--- src/scs_pkg.sv ---
// Shared constants, types and decode helper for the scan and call sequencer
package scs_pkg;
	// Clock and time base
	localparam int unsigned CLK_HZ = 50_000_000;
	localparam int unsigned DWELL_S = 1;
	localparam int unsigned SEC_CYCLES = CLK_HZ * DWELL_S;
	localparam int unsigned BAUD_RATE = 300;
	localparam int unsigned BAUD_CYCLES = CLK_HZ / BAUD_RATE;
	localparam int unsigned HOLD_MIN = 2;
	localparam logic [6:0] HOLD_SECS = 7'(HOLD_MIN * 60);
	localparam logic [1:0] ALARM_SECS = 2'h2;
	// Sequence figures
	localparam logic [3:0] SCAN_CHAN = 4'h9;
	localparam logic [3:0] FIRST_CHAN = 4'h1;
	localparam logic [5:0] FIX_PKTS = 6'h3C;
	localparam logic [5:0] P1_PKTS = 6'h02;
	localparam logic [1:0] P1_PASSES = 2'h2;
	localparam logic [5:0] P2_PKTS = 6'h0F;
	localparam logic [6:0] QUAL_MAX = 7'h50;
	localparam logic [3:0] REPLY_FRAMES = 4'h8;
	localparam logic [3:0] LIMIT_MAX = 4'h8;
	localparam logic [3:0] LIMIT_OFF = 4'h0;
	localparam logic [7:0] BCAST_CODE = 8'h00;
	localparam logic [7:0] CODE_MAX = 8'hFF;
	// Register map, 3-bit word address
	localparam int AW = 3;
	localparam logic [2:0] A_LIMIT = 3'h0;
	localparam logic [2:0] A_CODE = 3'h1;
	localparam logic [2:0] A_THRESH = 3'h2;
	localparam logic [2:0] A_RXID = 3'h3;
	localparam logic [2:0] A_STATUS = 3'h4;
	localparam logic [2:0] A_CHAN = 3'h5;
	localparam logic [2:0] A_QUAL = 3'h6;
	// Values after reset
	localparam logic [3:0] RST_LIMIT = 4'h0;
	localparam logic [7:0] RST_CODE = 8'h01;
	localparam logic [6:0] RST_THRESH = 7'h46;

	typedef enum logic [2:0] {
		ST_IDLE = 3'b000,
		ST_SCAN = 3'b001,
		ST_HOLD = 3'b010,
		ST_CLEAR = 3'b011,
		ST_SEND = 3'b100,
		ST_WIN = 3'b101,
		ST_REPLY = 3'b110
	} scs_state_t;

	typedef enum logic [1:0] {
		ED_NONE = 2'b00,
		ED_LIMIT = 2'b01,
		ED_CODE = 2'b10,
		ED_THRESH = 2'b11
	} scs_edit_t;

	// One-of-eight decode of the word address
	function automatic logic [7:0] scs_dec8(input logic [2:0] a);
		scs_dec8 = 8'h01 << a;
	endfunction
endpackage

--- src/scs_divider.sv ---
// Restartable divider giving a one-cycle enable every N clocks
`timescale 1ns/1ns
`default_nettype none
module scs_divider #(
	parameter int unsigned N = 16
) (
	input wire logic clock_i,
	input wire logic rst_n_i,
	input wire logic clr_i,
	output logic tick_o
);
	logic [31:0] cnt_reg;

	// Restart lets a dwell or window start on a known edge
	always_ff @(posedge clock_i) begin
		if (!rst_n_i || clr_i) begin
			cnt_reg <= 32'h0;
			tick_o <= 1'b0;
		end else if (cnt_reg == N - 1) begin
			cnt_reg <= 32'h0;
			tick_o <= 1'b1;
		end else begin
			cnt_reg <= cnt_reg + 32'h1;
			tick_o <= 1'b0;
		end
	end
endmodule
`default_nettype wire

--- src/scs_sequencer.sv ---
// Selective call and scan sequencer top: panel, calling sequences, registers
`timescale 1ns/1ns
`default_nettype none
module scs_sequencer
	import scs_pkg::*;
#(
	parameter int unsigned SEC_CYCLES = scs_pkg::SEC_CYCLES,
	parameter int unsigned BAUD_CYCLES = scs_pkg::BAUD_CYCLES
) (
	input wire logic clock_i,
	input wire logic rst_n_i,
	input wire logic [scs_pkg::AW-1:0] addr_i,
	input wire logic [7:0] wdata_i,
	input wire logic wr_i,
	input wire logic rd_i,
	output logic [7:0] rdata_o,
	input wire logic [3:0] chan_sel_i,
	input wire logic digit_up_i,
	input wire logic digit_dn_i,
	input wire logic tune_up_i,
	input wire logic tune_dn_i,
	input wire logic tune_btn_i,
	input wire logic ptt_i,
	input wire logic [7:0] receiver_code_switch_i,
	input wire logic rx_data_i,
	output logic tx_data_o,
	output logic tx_enable_o,
	output logic [3:0] channel_o,
	output logic alarm_fast_o,
	output logic alarm_slow_o,
	output logic [1:0] display_mode_o,
	output logic [7:0] display_value_o
);
	import scs_pkg::*;

	logic [18:0] pin_meta_reg;
	logic [18:0] pin_sync_reg;
	logic [3:0] sel_s;
	logic digit_up_s;
	logic digit_dn_s;
	logic tune_up_s;
	logic tune_dn_s;
	logic tune_btn_s;
	logic ptt_s;
	logic [7:0] rx_id_s;
	logic rx_s;
	logic tune_up_prev_reg;
	logic tune_dn_prev_reg;
	logic tune_btn_prev_reg;
	logic ptt_prev_reg;
	logic tune_up_rise;
	logic tune_dn_rise;
	logic tune_rise;
	logic [31:0] held_cnt_reg;
	logic long_hold_reg;
	scs_state_t state_reg;
	scs_edit_t edit_reg;
	logic [3:0] limit_reg;
	logic [7:0] code_reg;
	logic [6:0] thresh_reg;
	logic [3:0] orig_reg;
	logic [5:0] pkt_reg;
	logic [1:0] pass_reg;
	logic [3:0] reply_cnt_reg;
	logic seq_scan_reg;
	logic tx_start_reg;
	logic [7:0] tx_byte_reg;
	logic restart_reg;
	logic ev_fast_reg;
	logic ev_slow_reg;
	logic [6:0] hold_sec_reg;
	logic [1:0] alarm_sec_reg;
	logic [6:0] qual_reg;
	logic sec_tick;
	logic tx_done;
	logic rx_valid;
	logic [7:0] rx_byte;
	logic rx_ok;
	logic scan_on;
	logic calling;
	logic call_go;
	logic bcast_in;
	logic call_for_me;
	logic [5:0] per_chan;
	logic [7:0] wr_en;
	logic [7:0] rd_en;

	// Count of bits of a frame that agree with the expected code
	function automatic logic [3:0] good_bits(input logic [7:0] got, input logic [7:0] want);
		logic [3:0] n;
		n = 4'h0;
		for (int i = 0; i < 8; i++) begin
			n = n + {3'h0, ~(got[i] ^ want[i])};
		end
		good_bits = n;
	endfunction

	// Two-stage synchroniser for every panel pin and modem input
	always_ff @(posedge clock_i) begin
		if (!rst_n_i) begin
			pin_meta_reg <= 19'h40000;
			pin_sync_reg <= 19'h40000;
		end else begin
			pin_meta_reg <= {rx_data_i, receiver_code_switch_i, ptt_i, tune_btn_i, tune_dn_i,
				tune_up_i, digit_dn_i, digit_up_i, chan_sel_i};
			pin_sync_reg <= pin_meta_reg;
		end
	end

	assign sel_s = pin_sync_reg[3:0];
	assign digit_up_s = pin_sync_reg[4];
	assign digit_dn_s = pin_sync_reg[5];
	assign tune_up_s = pin_sync_reg[6];
	assign tune_dn_s = pin_sync_reg[7];
	assign tune_btn_s = pin_sync_reg[8];
	assign ptt_s = pin_sync_reg[9];
	assign rx_id_s = pin_sync_reg[17:10];
	assign rx_s = pin_sync_reg[18];

	// Edge detect on synchronised controls only
	always_ff @(posedge clock_i) begin
		if (!rst_n_i) begin
			tune_up_prev_reg <= 1'b0;
			tune_dn_prev_reg <= 1'b0;
			tune_btn_prev_reg <= 1'b0;
			ptt_prev_reg <= 1'b0;
		end else begin
			tune_up_prev_reg <= tune_up_s;
			tune_dn_prev_reg <= tune_dn_s;
			tune_btn_prev_reg <= tune_btn_s;
			ptt_prev_reg <= ptt_s;
		end
	end

	assign tune_up_rise = tune_up_s & ~tune_up_prev_reg;
	assign tune_dn_rise = tune_dn_s & ~tune_dn_prev_reg;
	assign tune_rise = tune_btn_s & ~tune_btn_prev_reg;

	// One-second hold of the tune button gives a single pulse
	always_ff @(posedge clock_i) begin
		if (!rst_n_i) begin
			held_cnt_reg <= 32'h0;
			long_hold_reg <= 1'b0;
		end else begin
			long_hold_reg <= 1'b0;
			if (!tune_btn_s) begin
				held_cnt_reg <= 32'h0;
			end else if (held_cnt_reg != SEC_CYCLES) begin
				held_cnt_reg <= held_cnt_reg + 32'h1;
				long_hold_reg <= (held_cnt_reg == SEC_CYCLES - 1);
			end
		end
	end

	// Limit off frees channel nine as a memory channel
	assign scan_on = (sel_s == SCAN_CHAN) && (limit_reg != LIMIT_OFF);
	assign calling = (state_reg == ST_CLEAR) || (state_reg == ST_SEND) || (state_reg == ST_WIN);
	assign call_go = tune_rise & digit_dn_s;
	assign bcast_in = rx_valid & rx_ok & (rx_byte == BCAST_CODE);
	// Identity zero never matches, so only 1..255 can be called
	assign call_for_me = rx_valid & rx_ok & (rx_byte == rx_id_s) & (rx_id_s != BCAST_CODE);
	assign per_chan = (pass_reg == P1_PASSES) ? P2_PKTS : P1_PKTS;

	scs_divider #(
		.N(SEC_CYCLES)
	) u_sec (
		.clock_i(clock_i),
		.rst_n_i(rst_n_i),
		.clr_i(restart_reg),
		.tick_o(sec_tick)
	);

	scs_serial #(
		.BAUD(BAUD_CYCLES)
	) u_modem (
		.clock_i(clock_i),
		.rst_n_i(rst_n_i),
		.tx_start_i(tx_start_reg),
		.tx_byte_i(tx_byte_reg),
		.tx_done_o(tx_done),
		.tx_data_o(tx_data_o),
		.tx_en_o(tx_enable_o),
		.rx_i(rx_s),
		.rx_valid_o(rx_valid),
		.rx_byte_o(rx_byte),
		.rx_ok_o(rx_ok)
	);

	// Calling, scanning, hold and reply sequencing
	always_ff @(posedge clock_i) begin
		if (!rst_n_i) begin
			state_reg <= ST_IDLE;
			channel_o <= FIRST_CHAN;
			orig_reg <= FIRST_CHAN;
			pkt_reg <= 6'h00;
			pass_reg <= 2'h0;
			reply_cnt_reg <= 4'h0;
			seq_scan_reg <= 1'b0;
			tx_start_reg <= 1'b0;
			tx_byte_reg <= 8'h00;
			restart_reg <= 1'b0;
			ev_fast_reg <= 1'b0;
			ev_slow_reg <= 1'b0;
		end else begin
			tx_start_reg <= 1'b0;
			restart_reg <= 1'b0;
			ev_fast_reg <= 1'b0;
			ev_slow_reg <= 1'b0;
			if (long_hold_reg && (calling || state_reg == ST_HOLD)) begin
				state_reg <= scan_on ? ST_SCAN : ST_IDLE;
				channel_o <= orig_reg;
				restart_reg <= 1'b1;
			end else begin
				unique case (state_reg)
				ST_IDLE: begin
					channel_o <= sel_s;
					if (scan_on) begin
						state_reg <= ST_SCAN;
						channel_o <= FIRST_CHAN;
						restart_reg <= 1'b1;
					end else if (call_go) begin
						seq_scan_reg <= 1'b0;
						orig_reg <= sel_s;
						pkt_reg <= 6'h00;
						tx_byte_reg <= code_reg;
						tx_start_reg <= 1'b1;
						state_reg <= ST_SEND;
					end else if (bcast_in) begin
						ev_fast_reg <= 1'b1;
					end else if (call_for_me) begin
						reply_cnt_reg <= 4'h0;
						tx_byte_reg <= rx_id_s;
						tx_start_reg <= 1'b1;
						state_reg <= ST_REPLY;
					end
				end
				ST_SCAN: begin
					if (!scan_on) begin
						state_reg <= ST_IDLE;
					end else if (call_go) begin
						seq_scan_reg <= 1'b1;
						orig_reg <= channel_o;
						channel_o <= FIRST_CHAN;
						pkt_reg <= 6'h00;
						pass_reg <= 2'h0;
						restart_reg <= 1'b1;
						state_reg <= ST_CLEAR;
					end else if (bcast_in) begin
						ev_fast_reg <= 1'b1;
						orig_reg <= channel_o;
						restart_reg <= 1'b1;
						state_reg <= ST_HOLD;
					end else if (call_for_me) begin
						orig_reg <= channel_o;
						reply_cnt_reg <= 4'h0;
						tx_byte_reg <= rx_id_s;
						tx_start_reg <= 1'b1;
						state_reg <= ST_REPLY;
					end else if (sec_tick) begin
						// Dwell of one second, then next channel up to the limit
						channel_o <= (channel_o >= limit_reg) ? FIRST_CHAN : channel_o + 4'h1;
					end
				end
				ST_CLEAR: begin
					if (rx_valid) begin
						restart_reg <= 1'b1;
					end else if (sec_tick) begin
						tx_byte_reg <= code_reg;
						tx_start_reg <= 1'b1;
						state_reg <= ST_SEND;
					end
				end
				ST_SEND: begin
					if (tx_done) begin
						restart_reg <= 1'b1;
						state_reg <= ST_WIN;
					end
				end
				ST_WIN: begin
					if (sec_tick) begin
						if (qual_reg >= thresh_reg) begin
							ev_fast_reg <= 1'b1;
							restart_reg <= 1'b1;
							state_reg <= seq_scan_reg ? ST_HOLD : ST_IDLE;
						end else if (!seq_scan_reg) begin
							if (pkt_reg == FIX_PKTS - 6'h01) begin
								ev_slow_reg <= 1'b1;
								state_reg <= ST_IDLE;
							end else begin
								pkt_reg <= pkt_reg + 6'h01;
								tx_start_reg <= 1'b1;
								state_reg <= ST_SEND;
							end
						end else if (pkt_reg != per_chan - 6'h01) begin
							pkt_reg <= pkt_reg + 6'h01;
							tx_start_reg <= 1'b1;
							state_reg <= ST_SEND;
						end else begin
							pkt_reg <= 6'h00;
							if (channel_o < limit_reg) begin
								channel_o <= channel_o + 4'h1;
								tx_start_reg <= 1'b1;
								state_reg <= ST_SEND;
							end else if (pass_reg != P1_PASSES) begin
								channel_o <= FIRST_CHAN;
								pass_reg <= pass_reg + 2'h1;
								tx_start_reg <= 1'b1;
								state_reg <= ST_SEND;
							end else begin
								ev_slow_reg <= 1'b1;
								channel_o <= orig_reg;
								restart_reg <= 1'b1;
								state_reg <= ST_SCAN;
							end
						end
					end
				end
				ST_HOLD: begin
					if (sec_tick && hold_sec_reg == HOLD_SECS - 7'h01) begin
						restart_reg <= 1'b1;
						state_reg <= scan_on ? ST_SCAN : ST_IDLE;
					end
				end
				ST_REPLY: begin
					// A burst of frames lets the caller measure the channel
					if (tx_done) begin
						if (reply_cnt_reg == REPLY_FRAMES - 4'h1) begin
							ev_fast_reg <= 1'b1;
							restart_reg <= 1'b1;
							state_reg <= scan_on ? ST_HOLD : ST_IDLE;
						end else begin
							reply_cnt_reg <= reply_cnt_reg + 4'h1;
							tx_start_reg <= 1'b1;
						end
					end
				end
				default: begin
					state_reg <= ST_IDLE;
				end
				endcase
			end
		end
	end

	// Hold timer in seconds; any transmission restarts it
	always_ff @(posedge clock_i) begin
		if (!rst_n_i) begin
			hold_sec_reg <= 7'h00;
		end else if (restart_reg || (ptt_s && !ptt_prev_reg) || tx_start_reg) begin
			hold_sec_reg <= 7'h00;
		end else if (state_reg == ST_HOLD && sec_tick) begin
			hold_sec_reg <= hold_sec_reg + 7'h01;
		end
	end

	// Link quality: agreeing bits plus one plus a good stop bit, capped at 80
	always_ff @(posedge clock_i) begin
		if (!rst_n_i) begin
			qual_reg <= 7'h00;
		end else if (state_reg == ST_SEND) begin
			qual_reg <= 7'h00;
		end else if (state_reg == ST_WIN && rx_valid) begin
			if (qual_reg + {3'h0, good_bits(rx_byte, code_reg)} + 7'h02 > QUAL_MAX) begin
				qual_reg <= QUAL_MAX;
			end else begin
				qual_reg <= qual_reg + {3'h0, good_bits(rx_byte, code_reg)} + {6'h00, rx_ok} + 7'h01;
			end
		end
	end

	// Alarm level lasts until the ALARM_SECS-th tick of the seconds divider; newest event wins
	always_ff @(posedge clock_i) begin
		if (!rst_n_i) begin
			alarm_fast_o <= 1'b0;
			alarm_slow_o <= 1'b0;
			alarm_sec_reg <= 2'h0;
		end else if (ev_fast_reg || ev_slow_reg) begin
			alarm_fast_o <= ev_fast_reg;
			alarm_slow_o <= ev_slow_reg;
			alarm_sec_reg <= 2'h0;
		end else if ((alarm_fast_o || alarm_slow_o) && sec_tick) begin
			if (alarm_sec_reg == ALARM_SECS - 2'h1) begin
				alarm_fast_o <= 1'b0;
				alarm_slow_o <= 1'b0;
			end else begin
				alarm_sec_reg <= alarm_sec_reg + 2'h1;
			end
		end
	end

	assign wr_en = wr_i ? scs_dec8(addr_i) : 8'h00;
	assign rd_en = rd_i ? scs_dec8(addr_i) : 8'h00;

	// Panel editing modes and stored settings; bus write has priority
	always_ff @(posedge clock_i) begin
		if (!rst_n_i) begin
			edit_reg <= ED_NONE;
			limit_reg <= RST_LIMIT;
			code_reg <= RST_CODE;
			thresh_reg <= RST_THRESH;
		end else begin
			if (digit_up_s) begin
				edit_reg <= ED_LIMIT;
			end else if (edit_reg == ED_THRESH && tune_btn_s) begin
				edit_reg <= ED_THRESH;
			end else if (digit_dn_s) begin
				// The press that enters threshold edit also starts a call, which the same hold aborts
				edit_reg <= (edit_reg == ED_CODE && long_hold_reg) ? ED_THRESH : ED_CODE;
			end else begin
				edit_reg <= ED_NONE;
			end
			if (wr_en[A_LIMIT]) begin
				limit_reg <= (wdata_i[3:0] > LIMIT_MAX) ? LIMIT_MAX : wdata_i[3:0];
			end else if (edit_reg == ED_LIMIT && tune_up_rise && limit_reg != LIMIT_MAX) begin
				limit_reg <= limit_reg + 4'h1;
			end else if (edit_reg == ED_LIMIT && tune_dn_rise && limit_reg != LIMIT_OFF) begin
				limit_reg <= limit_reg - 4'h1;
			end
			if (wr_en[A_CODE]) begin
				code_reg <= wdata_i;
			end else if (edit_reg == ED_CODE && tune_up_rise && code_reg != CODE_MAX) begin
				code_reg <= code_reg + 8'h01;
			end else if (edit_reg == ED_CODE && tune_dn_rise && code_reg != BCAST_CODE) begin
				code_reg <= code_reg - 8'h01;
			end
			if (wr_en[A_THRESH]) begin
				thresh_reg <= (wdata_i[6:0] > QUAL_MAX) ? QUAL_MAX : wdata_i[6:0];
			end else if (edit_reg == ED_THRESH && tune_up_rise && thresh_reg != QUAL_MAX) begin
				thresh_reg <= thresh_reg + 7'h01;
			end else if (edit_reg == ED_THRESH && tune_dn_rise && thresh_reg != 7'h00) begin
				thresh_reg <= thresh_reg - 7'h01;
			end
		end
	end

	// Display follows the active editing mode
	always_ff @(posedge clock_i) begin
		if (!rst_n_i) begin
			display_mode_o <= ED_NONE;
			display_value_o <= 8'h00;
		end else begin
			display_mode_o <= edit_reg;
			unique case (edit_reg)
			ED_LIMIT: display_value_o <= {4'h0, limit_reg};
			ED_CODE: display_value_o <= code_reg;
			ED_THRESH: display_value_o <= {1'b0, thresh_reg};
			ED_NONE: display_value_o <= 8'h00;
			endcase
		end
	end

	// Read data one cycle after the strobe, zero otherwise
	always_ff @(posedge clock_i) begin
		if (!rst_n_i) begin
			rdata_o <= 8'h00;
		end else begin
			rdata_o <= 8'h00;
			if (rd_en[A_LIMIT]) rdata_o <= {4'h0, limit_reg};
			if (rd_en[A_CODE]) rdata_o <= code_reg;
			if (rd_en[A_THRESH]) rdata_o <= {1'b0, thresh_reg};
			if (rd_en[A_RXID]) rdata_o <= rx_id_s;
			if (rd_en[A_STATUS]) rdata_o <= {alarm_slow_o, alarm_fast_o, scan_on, 2'h0, state_reg};
			if (rd_en[A_CHAN]) rdata_o <= {4'h0, channel_o};
			if (rd_en[A_QUAL]) rdata_o <= {1'b0, qual_reg};
		end
	end
endmodule
`default_nettype wire

--- src/scs_serial.sv ---
// 8N1 serial framer for the 300-baud modem data lines
`timescale 1ns/1ns
`default_nettype none
module scs_serial #(
	parameter int unsigned BAUD = 166666
) (
	input wire logic clock_i,
	input wire logic rst_n_i,
	input wire logic tx_start_i,
	input wire logic [7:0] tx_byte_i,
	output logic tx_done_o,
	output logic tx_data_o,
	output logic tx_en_o,
	input wire logic rx_i,
	output logic rx_valid_o,
	output logic [7:0] rx_byte_o,
	output logic rx_ok_o
);
	logic [31:0] tcnt_reg;
	logic [3:0] tn_reg;
	logic [8:0] tsh_reg;
	logic [31:0] rcnt_reg;
	logic [3:0] rn_reg;
	logic rbusy_reg;

	// Transmit; enable frames the modulated burst, line idles at mark
	always_ff @(posedge clock_i) begin
		if (!rst_n_i) begin
			tcnt_reg <= 32'h0;
			tn_reg <= 4'h0;
			tsh_reg <= 9'h1FF;
			tx_data_o <= 1'b1;
			tx_en_o <= 1'b0;
			tx_done_o <= 1'b0;
		end else begin
			tx_done_o <= 1'b0;
			if (!tx_en_o) begin
				if (tx_start_i) begin
					tsh_reg <= {1'b1, tx_byte_i};
					tx_data_o <= 1'b0;
					tx_en_o <= 1'b1;
					tcnt_reg <= 32'h0;
					tn_reg <= 4'h0;
				end
			end else if (tcnt_reg == BAUD - 1) begin
				tcnt_reg <= 32'h0;
				if (tn_reg == 4'h9) begin
					tx_en_o <= 1'b0;
					tx_done_o <= 1'b1;
					tx_data_o <= 1'b1;
				end else begin
					tn_reg <= tn_reg + 4'h1;
					tx_data_o <= tsh_reg[0];
					tsh_reg <= {1'b1, tsh_reg[8:1]};
				end
			end else begin
				tcnt_reg <= tcnt_reg + 32'h1;
			end
		end
	end

	// Receive; samples mid-bit, a false start bit is dropped
	always_ff @(posedge clock_i) begin
		if (!rst_n_i) begin
			rcnt_reg <= 32'h0;
			rn_reg <= 4'h0;
			rbusy_reg <= 1'b0;
			rx_byte_o <= 8'h00;
			rx_valid_o <= 1'b0;
			rx_ok_o <= 1'b0;
		end else begin
			rx_valid_o <= 1'b0;
			if (!rbusy_reg) begin
				if (!rx_i) begin
					rbusy_reg <= 1'b1;
					rcnt_reg <= BAUD / 2;
					rn_reg <= 4'h0;
				end
			end else if (rcnt_reg == BAUD - 1) begin
				rcnt_reg <= 32'h0;
				rn_reg <= rn_reg + 4'h1;
				if (rn_reg == 4'h0 && rx_i) begin
					rbusy_reg <= 1'b0;
				end else if (rn_reg == 4'h9) begin
					rbusy_reg <= 1'b0;
					rx_valid_o <= 1'b1;
					rx_ok_o <= rx_i;
				end else if (rn_reg != 4'h0) begin
					rx_byte_o <= {rx_i, rx_byte_o[7:1]};
				end
			end else begin
				rcnt_reg <= rcnt_reg + 32'h1;
			end
		end
	end
endmodule
`default_nettype wire
--- config.mk ---
export PLATFORM = sky130hd
export DESIGN_NAME = scs_sequencer
export DESIGN_NICKNAME = d
export VERILOG_FILES = /design/src/scs_pkg.sv /design/src/scs_divider.sv /design/src/scs_sequencer.sv /design/src/scs_serial.sv
export SDC_FILE = /design/constraint.sdc
export NUM_CORES = 1
export LEC_CHECK = 0
export BUFFER_PORTS_ARGS = -buffer_cell sky130_fd_sc_hd__buf_4
export CORE_ASPECT_RATIO = 1.75
export CORE_MARGIN = 2
export CORE_UTILIZATION = 25
export DETAILED_ROUTE_END_ITERATION = 8
export GPL_TIMING_DRIVEN = 0
export SYNTH_ARGS = -nofsm -noshare
export SYNTH_HDL_FRONTEND = slang
export SYNTH_SLANG_ARGS = --single-unit
--- constraint.sdc ---
create_clock -name clock_i -period 6.89 [get_ports clock_i]
set_input_delay 0.3445 -clock clock_i [delete_from_list [all_inputs] [get_ports clock_i]]
set_output_delay 0.3445 -clock clock_i [all_outputs]
set_load 0.1 [all_outputs]
==> reports/qor.yml, run 1 <==
grt_usage_pct: 15.7
cp_slowest_cell: "fa_1"
maxSlewHeadroom_pct: 24.1
critical_path.max_fanout: 8
grt-ovfl-total: 0
vdd_ir_drop_max_uv: 188
fin_util_pct: 29.4
crit_path_end_kind: "register"
hold_depth: 3
hp-class: "input port to register"
r2r-start: "code_reg[0]$_SDFFE_PN1P_"
synth-async-reset-ratio_pct: 0
reg2reg_to: "qual_reg[1]$_SDFFE_PP0P_"
tightest_slew_ns: 1.14
drc: 0
drt-wirelength-per-cell_um: 17.9
hold_viol_final: 0
port-buffer-count: 58
worst_ep_arrival_time_ns: 6.07
leakage_nw: 6.46
whs_endpoint: "code_reg[0]$_SDFFE_PN1P_"
drt_iter0_markers: 761
clkTransAtPathRegs_ns: 0.07
place_inst: 2766
cpPeakStageDelay_ns: 0.53
start_kind: "register"
core_um2: 62100
grt_first_pass_wirelength_um: 80300
num_vias: 14500
syn_nets: 2002
ctsHoldBuffers: 19
r2r_setup_slack_ns: 1.31
cts-root-buf: "clkbuf_16"
ant_nets: 0
yosysUniqueCellTypes: 89
timing.max_cap.violations: 0
syn_to_final_growth_pct: 16.8
grt_max_degree: 17
routed_wl_um: 50900
gp_congestion: 1.01
finClkSkew_ns: 0.0187
fmax_mhz: 179
die_x_um: 193
die_y_um: 335
yosysSeqAreaShare_pct: 37.8
nNetsFinal: 2109
syn_area_per_cell_um2: 8.19
synthCells: 1909
tritoncts: "built"
setup_viol: 0
path_cells: "clkbuf_1, xnor2_1, fa_1, inv_1, fa_1, inv_1, fa_1, fa_1, inv_1, fa_1, xor2_1, inv_1, ha_1, xnor3_1, o41ai_1, o311ai_2, nand2_1, a32o_1"
crit_type: "register to register"
n_antenna_cell: 0
min_from: "wdata_i[0]"
place_hpwl_um: 38300
grt_pass1_vias: 14700
rows: 121
slew_viol_final: 0
dp_slack_ns: 1.33
postCtsSetupBuffers: 0
vias_per_cell: 5.11
clock_sinks: 295
synth_flop_cell: "dfxtp_1"
antenna_found_initial: 0
final_cells: 2836
fp.dieArea_um2: 64700
path_common_cell: "fa_1"
outcome: "finished, final reports clean"
crit_required_ns: 7.38
p_per_area_nw_per_um2: 207
cts_made_buffers: 28
fin_crit_ns: 5.58
grt_setup_unrepaired: "false"
first_pass_iters: 5
synth_area_um2: 15600
drive_gt1_share_pct: 7.12
critPathLaunch: "code_reg[0]$_SDFFE_PN1P_"
finalCritPeriodShare_pct: 81.0
io_pins: 60
ff2ff_path_depth: 18
cts_buffer_depth: 3
clock_latency_ns: 0.59
crit_buf_inv: 5
critPathTopFamily: "adder cells"
setup_ws_ns: 1.31
power_mw: 3.78
cts_resized: 0
ctsHtreeMaxLevel: 1
synth_edf_count: 0
ys_ff_latch: 295
fin_tns_setup_ns: 0
initial_utilization_pct: 25.2
yosysWarningCount: 0
## worst max path at each step
stage	to	slack, ns	depth (start not counted)
4_1_cts	qual_reg[1]$_SDFFE_PP0P_	1.31	18
6_report	qual_reg[1]$_SDFFE_PP0P_	1.31	18
3_3_place_gp	qual_reg[1]$_SDFFE_PP0P_	1.34	18
3_5_place_dp	qual_reg[1]$_SDFFE_PP0P_	1.33	18
2_1_floorplan	qual_reg[1]$_SDFFE_PP0P_	2.01	18
5_1_grt	qual_reg[2]$_SDFFE_PP0P_	0.98	18
## worst register-to-register path, cell delays in order (launching register included)
cell and delay, ns:
dfxtp_1 0.36, clkbuf_1 0.46, xnor2_1 0.17, fa_1 0.53
inv_1 0.06, fa_1 0.53, inv_1 0.05, fa_1 0.50
fa_1 0.45, inv_1 0.08, fa_1 0.19, xor2_1 0.30
inv_1 0.16, ha_1 0.32, xnor3_1 0.31, o41ai_1 0.08
o311ai_2 0.39, nand2_1 0.22, a32o_1 0.30
## metrics by stage
| step | hold slack, ns | area (um^2) |
|---|---|---|
| 2_1_floorplan | 0.386 | 15600 |
| 3_3_place_gp | 0.415 | 17100 |
| 3_5_place_dp | 0.417 | 17100 |
| 4_1_cts | 0.0116 | 18300 |
| 5_1_grt | 0.0387 | 18300 |
| 6_report | 0.0268 | 18300 |
## cell usage after synthesis, types with 17 or more instances
library cell | number | area share [%]
inv_1 | 67 | 1.6
a311oi_1 | 23 | 1.3
xnor2_1 | 40 | 2.2
nand2b_1 | 17 | 0.68
nand2_1 | 207 | 5.0
xor2_1 | 68 | 3.8
a21oi_1 | 116 | 3.7
nor4_1 | 28 | 1.1
a211oi_1 | 17 | 0.82
mux2i_1 | 37 | 2.4
nor2_1 | 224 | 5.4
and3_1 | 28 | 1.1
and2_1 | 54 | 2.2
nand4_1 | 46 | 1.8
a31oi_1 | 27 | 1.1
nand3_1 | 70 | 2.2
or3_1 | 17 | 0.68
o21ai_0 | 96 | 3.1
clkbuf_1 | 78 | 1.9
nor3_1 | 43 | 1.4
ha_1 | 51 | 4.1
dfxtp_1 | 295 | 38
## layout by cell type, fill, tap and decap left out, drive strengths merged, types with 47 or more instances in the layout
cell type | netlist | routed
dfxtp | 295 | 295
nor2 | 224 | 224
nand2 | 208 | 208
a21oi | 117 | 117
clkbuf | 78 | 113
o21ai | 100 | 100
nand3 | 70 | 70
buf | 11 | 69
xor2 | 68 | 68
inv | 67 | 67
and2 | 55 | 55
ha | 51 | 51
nand4 | 47 | 47
## cell type report
type / count / area (um^2)
plain buffers: 89 / 344
repair buffers: 77 / 626
fillers: 6694 / 43800
multi-input cells: 1458 / 9140
clock inverters: 16 / 228
well taps: 799 / 1000
flip-flops and latches: 295 / 5910
clock buffers: 35 / 768
inverters: 67 / 251
## power breakdown
part	switching, mW	internal, mW	leakage, nW	total [mW]
clock	0.745	0.982	0.480	1.73
combinational	0.189	0.102	3.59	0.291
sequential	0.0294	1.73	2.39	1.76
## per-layer routing
layer	global-route usage [%]	up-vias	routed length (um)
met4	11.7	0	4070
li1	-	7066	-
met2	28.9	425	26200
met1	16.1	6800	18600
met3	1.71	202	2050
met5	0	-	0
## logic make-up after synthesis
group,Yosys count,synth area share [%]
AOI/OAI and AO/OA,426,17.9
xor gates and xnor gates,109,6.19
adders and majority gates,59,5.10
buffers and inverters,156,3.81
DFF,295,37.8
muxes,45,3.16
and+or+nand+nor,819,26.1
(Power assumes the default switching activity.)
==> run 2, diff against run 1 <==
==> constraint.sdc (replaced) <==
create_clock -name clock_i -period 5.62 [get_ports clock_i]
set_input_delay 0.281 -clock clock_i [delete_from_list [all_inputs] [get_ports clock_i]]
set_output_delay 0.281 -clock clock_i [all_outputs]
set_load 0.1 [all_outputs]
==> run 2 against run 1 <==
Via count up 0.50%. Final area up 0.27%. Clock skew down 0.0010 ns. Hold slack worse by 0.0062 ns. Die area unchanged. Routed wire length up 0.30%. Global-route usage about the same. Sequential share of layout area down 0.086 points. Critical endpoint is now qual_reg[2]$_SDFFE_PP0P_. Highest routed layer unchanged.
==> reports/qor.yml, run 2 (synthesized netlist as in run 1, its figures left out) <==
outcome: "finished, final reports clean"  # unchanged
grt_usage_pct: 15.8  # was 15.7%
cpPeakStageDelay_ns: 0.53  # about the same
clock_latency_ns: 0.59  # about the same
cts_made_buffers: 28  # unchanged
finalCritPeriodShare_pct: 93.7  # was 81.0%
port-buffer-count: 58  # unchanged
maxSlewHeadroom_pct: 25.5  # was 24.1%
grt_first_pass_wirelength_um: 80400  # was 80,300 um
clkTransAtPathRegs_ns: 0.08  # was 0.07 ns
grt-ovfl-total: 0  # unchanged
grt_pass1_vias: 14700  # about the same
tightest_slew_ns: 1.12  # was 1.14 ns
ctsHtreeMaxLevel: 1  # unchanged
postCtsSetupBuffers: 0  # unchanged
r2r_setup_slack_ns: 0.35  # was 1.31 ns
cts-root-buf: "clkbuf_16"  # unchanged
start_kind: "register"  # unchanged
crit_path_end_kind: "register"  # unchanged
cp_slowest_cell: "fa_1"  # unchanged
n_antenna_cell: 0  # unchanged
worst_ep_arrival_time_ns: 5.80  # was 6.07 ns
nNetsFinal: 2113  # was 2,109
drive_gt1_share_pct: 7.20  # was 7.12%
gp_congestion: 1.01  # unchanged
setup_viol: 0  # unchanged
reg2reg_to: "qual_reg[2]$_SDFFE_PP0P_"  # was qual_reg[1]$_SDFFE_PP0P_
vias_per_cell: 5.13  # was 5.11
crit_required_ns: 6.16  # was 7.38 ns
initial_utilization_pct: 25.2  # unchanged
timing.max_cap.violations: 0  # unchanged
hold_depth: 3  # unchanged
drt_iter0_markers: 900  # was 761
cts_buffer_depth: 3  # unchanged
p_per_area_nw_per_um2: 253  # was 207 nW/um^2
fin_util_pct: 29.5  # was 29.4%
fin_tns_setup_ns: 0  # unchanged
grt_max_degree: 17  # unchanged
ff2ff_path_depth: 17  # was 18
antenna_found_initial: 0  # unchanged
rows: 121  # unchanged
die_y_um: 335  # unchanged
critical_path.max_fanout: 8  # unchanged
clock_sinks: 295  # unchanged
drt-wirelength-per-cell_um: 18.0  # was 17.9 um
whs_endpoint: "code_reg[4]$_SDFFE_PN0P_"  # was code_reg[0]$_SDFFE_PN1P_
final_cell_mix: "295 x dfxtp_1, 224 x nor2_1, 207 x nand2_1"  # unchanged
tritoncts: "built"  # unchanged
setup_ws_ns: 0.351  # was 1.31 ns
syn_to_final_growth_pct: 17.1  # was 16.8%
routed_wl_um: 51000  # was 50,900 um
min_from: "wdata_i[4]"  # was wdata_i[0]
finClkSkew_ns: 0.0177  # was 0.0187 ns
fp.dieArea_um2: 64700  # unchanged
leakage_nw: 6.48  # was 6.46 nW
ant_nets: 0  # unchanged
path_cells: "clkbuf_2, xnor2_1, fa_1, inv_1, fa_1, inv_1, fa_1, fa_1, inv_1, fa_1, inv_1, ha_1, xnor3_1, o41ai_1, o311ai_2, nand2_1, a32o_1"  # was clkbuf_1, xnor2_1, fa_1, inv_1, fa_1, inv_1, fa_1, fa_1, inv_1, fa_1, xor2_1, inv_1, ha_1, xnor3_1, o41ai_1, o311ai_2, nand2_1, a32o_1
place_hpwl_um: 38300  # unchanged
crit_type: "register to register"  # unchanged
dp_slack_ns: 0.0569  # was 1.33 ns
vdd_ir_drop_max_uv: 231  # was 188 uV
hold_viol_final: 0  # unchanged
die_x_um: 193  # unchanged
drc: 0  # unchanged
io_pins: 60  # unchanged
slew_viol_final: 0  # unchanged
num_vias: 14600  # was 14,500
hp-class: "input port to register"  # unchanged
path_common_cell: "fa_1"  # unchanged
first_pass_iters: 6  # was 5
power_mw: 4.63  # was 3.78 mW
r2r-start: "code_reg[0]$_SDFFE_PN1P_"  # unchanged
fmax_mhz: 190  # was 179 MHz
fin_crit_ns: 5.27  # was 5.58 ns
grt_setup_unrepaired: "false"  # unchanged
final_common_cell: "dfxtp_1"  # unchanged
core_um2: 62100  # unchanged
## run 2: power by group
| part | internal, mW | switching, mW |
|---|---|---|
| logic | 0.127 | 0.232 |
| clock network | 1.20 | 0.914 |
| registers | 2.12 | 0.0362 |
| total | 3.45 | 1.18 |
## run 2: critical path, delay by kind of cell (launching register included)
kind / cells / cell delay [ns]
buffers and inverters: 5 / 0.62
AO/OA/AOI/OAI: 3 / 0.76
AND/OR/NAND/NOR: 1 / 0.21
XOR/XNOR: 2 / 0.49
flip-flops: 1 / 0.36
adder cells (fa/ha/maj): 6 / 2.78
## run 2: repair_timing
action / 4_1_cts / 5_1_grt
hold buffers: 23 / 0
hold endpoints to repair: 25 / 0
resized for setup: 0 / 3
endpoints found under the setup margin: 0 / 7
## run 2: worst max path at each step
stage,from,to,slack (ns),cells after the start
2_1_floorplan,code_reg[0]$_SDFFE_PN1P_,qual_reg[1]$_SDFFE_PP0P_,0.74,18
3_3_place_gp,code_reg[0]$_SDFFE_PN1P_,qual_reg[1]$_SDFFE_PP0P_,0.07,18
3_5_place_dp,code_reg[0]$_SDFFE_PN1P_,qual_reg[1]$_SDFFE_PP0P_,0.06,18
4_1_cts,code_reg[0]$_SDFFE_PN1P_,qual_reg[1]$_SDFFE_PP0P_,0.04,18
5_1_grt,code_reg[0]$_SDFFE_PN1P_,qual_reg[2]$_SDFFE_PP0P_,0.004,17
6_report,code_reg[0]$_SDFFE_PN1P_,qual_reg[2]$_SDFFE_PP0P_,0.35,17
## run 2: per-stage QoR
step | hold WS [ns] | area (um^2) | cells
final | 0.0207 | 18300 | 2840
after global routing | 0.0312 | 18300 | 2840
after CTS | 0.00352 | 18300 | 2840
after detailed placement | 0.417 | 17100 | 2766
after global placement | 0.415 | 17100 | 2766
after floorplan | 0.382 | 15600 | 1909
## run 2: cell type report
cell class | instances | area (um^2)
inverters | 67 | 251
flip-flops and latches | 295 | 5910
clock buffers | 35 | 768
plain buffers | 89 | 345
repair buffers | 81 | 666
clock inverters | 16 | 228
multi-input cells | 1458 | 9150
fillers | 6690 | 43800
well taps | 799 | 1000
## run 2: per-layer routing
metal  track usage [%]  part of all wire, %  vias to the layer above
met5                 0                    0                        -
met4              11.7                  7.9                        0
met3              1.71                  4.2                      207
met2              29.0                   51                      458
met1              16.1                   36                     6833
li1                  -                    -                     7068
==> run 3, diff against run 2 <==
--- a/config.mk
+++ b/config.mk
@@ -8,9 +8,10 @@
 export BUFFER_PORTS_ARGS = -buffer_cell sky130_fd_sc_hd__buf_4
 export CORE_ASPECT_RATIO = 1.75
 export CORE_MARGIN = 2
-export CORE_UTILIZATION = 25
+export CORE_UTILIZATION = 60
 export DETAILED_ROUTE_END_ITERATION = 8
 export GPL_TIMING_DRIVEN = 0
+export PLACE_DENSITY = 0.78
 export SYNTH_ARGS = -nofsm -noshare
 export SYNTH_HDL_FRONTEND = slang
 export SYNTH_SLANG_ARGS = --single-unit
==> run 3 against run 2 <==
Fmax is essentially flat. Non-clock buffer count decreased by 5. Via count up 2.5%. Clock power decreased by 6%. Sequential share of layout area up 1.2 points. Final area shrank 3.6%.
==> reports/qor.yml, run 3 (synthesized netlist as in run 1, its figures left out) <==
postCtsSetupBuffers: 0  # unchanged
crit_type: "register to register"  # unchanged
fin_tns_setup_ns: 0  # unchanged
die_y_um: 218  # was 335 um
tightest_slew_ns: 1.07  # was 1.12 ns
place_hpwl_um: 34700  # was 38,300 um
grt_pass1_vias: 14800  # was 14,700
vias_per_cell: 6.33  # was 5.13
switching_power_mw: 1.11  # was 1.18 mW
tritoncts: "built"  # unchanged
final_cells: 2357  # was 2,840
clkTransAtPathRegs_ns: 0.07  # was 0.08 ns
antenna_found_initial: 0  # unchanged
clock_sinks: 295  # unchanged
outcome: "finished, final reports clean"  # unchanged
grt_max_degree: 16  # was 17
ant_nets: 0  # unchanged
drc: 0  # unchanged
place_inst: 2287  # was 2,766
io_pins: 60  # unchanged
cts_buffer_depth: 3  # unchanged
syn_to_final_growth_pct: 12.9  # was 17.1%
hold_viol_final: 0  # unchanged
path_common_cell: "fa_1"  # unchanged
slew_viol_final: 0  # unchanged
worst_ep_arrival_time_ns: 5.72  # was 5.80 ns
crit_required_ns: 6.08  # was 6.16 ns
cts-root-buf: "clkbuf_16"  # unchanged
setup_viol: 0  # unchanged
clock_power_share_pct: 44.4  # was 45.7%
grt-ovfl-total: 0  # unchanged
n_antenna_cell: 0  # unchanged
power_mw: 4.51  # was 4.63 mW
cts_made_buffers: 28  # unchanged
port-buffer-count: 58  # unchanged
fin_crit_ns: 5.27  # about the same
gp_congestion: 1.00  # was 1.01
ctsHtreeMaxLevel: 1  # unchanged
internal_power_mw: 3.40  # was 3.45 mW
initial_utilization_pct: 60.7  # was 25.2%
core_um2: 25800  # was 62,100 um^2
leakage_nw: 6.46  # was 6.48 nW
cpPeakStageDelay_ns: 0.54  # was 0.53 ns
crit_buf_inv: 4  # was 5
p_per_area_nw_per_um2: 255  # was 253 nW/um^2
fmax_mhz: 190  # about the same
drt-wirelength-per-cell_um: 20.0  # was 18.0 um
fp.dieArea_um2: 27400  # was 64,700 um^2
maxSlewHeadroom_pct: 28.3  # was 25.5%
die_x_um: 126  # was 193 um
finalInstanceArea_um2: 17700  # was 18,300 um^2
timing.max_cap.violations: 0  # unchanged
critical_path.max_fanout: 8  # unchanged
rows: 78  # was 121
finClkSkew_ns: 0.0140  # was 0.0177 ns
grt_usage_pct: 33.5  # was 15.8%
p_seq_share_pct: 47.8  # was 46.5%
dpl_cell_area_um2: 16500  # was 17,100 um^2
switching_share_pct: 24.6  # was 25.5%
finalCritPeriodShare_pct: 93.7  # about the same
final_common_cell: "dfxtp_1"  # unchanged
routed_wl_um: 47100  # was 51,000 um
cp_slowest_cell: "dfxtp_1"  # was fa_1
clock_latency_ns: 0.57  # was 0.59 ns
grt_setup_unrepaired: "false"  # unchanged
vdd_ir_drop_max_uv: 264  # was 231 uV
first_pass_iters: 6  # unchanged
grt_first_pass_wirelength_um: 74700  # was 80,400 um
start_kind: "register"  # unchanged
drive_gt1_share_pct: 7.41  # was 7.20%
nNetsFinal: 2108  # was 2,113
critPathTopFamily: "adder cells"  # unchanged
final_cell_mix: "294 x dfxtp_1, 224 x nor2_1, 207 x nand2_1"  # was 295 x dfxtp_1, 224 x nor2_1, 207 x nand2_1
drt_iter0_markers: 1187  # was 900
hp-class: "input port to register"  # unchanged
combPwrFrac_pct: 7.8  # was 7.7%
num_vias: 14900  # was 14,600
path_cells: "xnor2_1, fa_1, inv_1, fa_1, inv_1, fa_1, fa_1, inv_1, fa_1, xor2_1, inv_1, ha_1, xnor3_1, o41ai_1, o311ai_2, nand2_1, a32o_1"  # was clkbuf_2, xnor2_1, fa_1, inv_1, fa_1, inv_1, fa_1, fa_1, inv_1, fa_1, inv_1, ha_1, xnor3_1, o41ai_1, o311ai_2, nand2_1, a32o_1
crit_path_end_kind: "register"  # unchanged
## run 3: cell types whose count changed in the layout (fill, tap and decap cells not counted), sizes merged
cell         delta
clkinvlp        +3
clkbuf          +2
dlygate4sd3     -4
bufinv          -3
clkinv          -2
## run 3: power groups by stage
stage	Clock (mW)	Combinational [mW]	Sequential [mW]
global route	2.10	0.380	2.16
finish	2.00	0.353	2.15
CTS	2.02	0.347	2.15
global placement	0	0.329	2.20
floorplan	0	0.201	2.21
detailed placement	0	0.335	2.20
## run 3: path summary, 6_finish.rpt
path / from / to / slack (ns) / cells past startpoint
max: code_reg[2]$_SDFFE_PN0P_ / qual_reg[1]$_SDFFE_PP0P_ / 0.35 / 17
min: wdata_i[2] / code_reg[2]$_SDFFE_PN0P_ / 0.02 / 3
max reg2reg: code_reg[2]$_SDFFE_PN0P_ / qual_reg[1]$_SDFFE_PP0P_ / 0.35 / 17
min reg2reg: pin_meta_reg[18]$_SDFF_PN1_ / pin_sync_reg[18]$_SDFF_PN1_ / 0.41 / 1
## run 3: per-layer routing
metal,track usage (%),wire (um),up-vias
li1,-,-,7044
met1,34.2,16600,7013
met2,61.2,23900,630
met3,4.71,2710,241
met4,25.2,3880,0
met5,0,0,-
## run 3: stage by stage
stage               setup WS (ns)  hold slack, ns  utilization [%]
global route                0.112          0.0117             68.5
detailed placement         0.0782           0.397             63.9
finish                      0.353          0.0152             68.5
CTS                        0.0581         0.00100             68.5
floorplan                   0.745           0.382                -
global placement            0.111           0.399             63.9
## run 3: what timing repair did
item,CTS,global route
endpoints found under the hold margin,19,0
resized for setup,0,1
hold buffers,19,0
endpoints found under the setup margin,0,7
## run 3: tightest hold or removal path, delay by kind of cell
family | cells | cell delay, ns
buffers and inverters | 1 | 0.12
muxes | 1 | 0.07
and+or+nand+nor | 1 | 0.07
## run 3: area by class of cell
class / count / area [um^2]
clock buffers: 38 / 850
fillers: 2166 / 8110
repair buffers: 77 / 626
flip-flops and latches: 295 / 5910
clock inverters: 14 / 143
plain buffers: 88 / 340
inverters: 67 / 251
multi-input cells: 1458 / 9140
well taps: 320 / 400
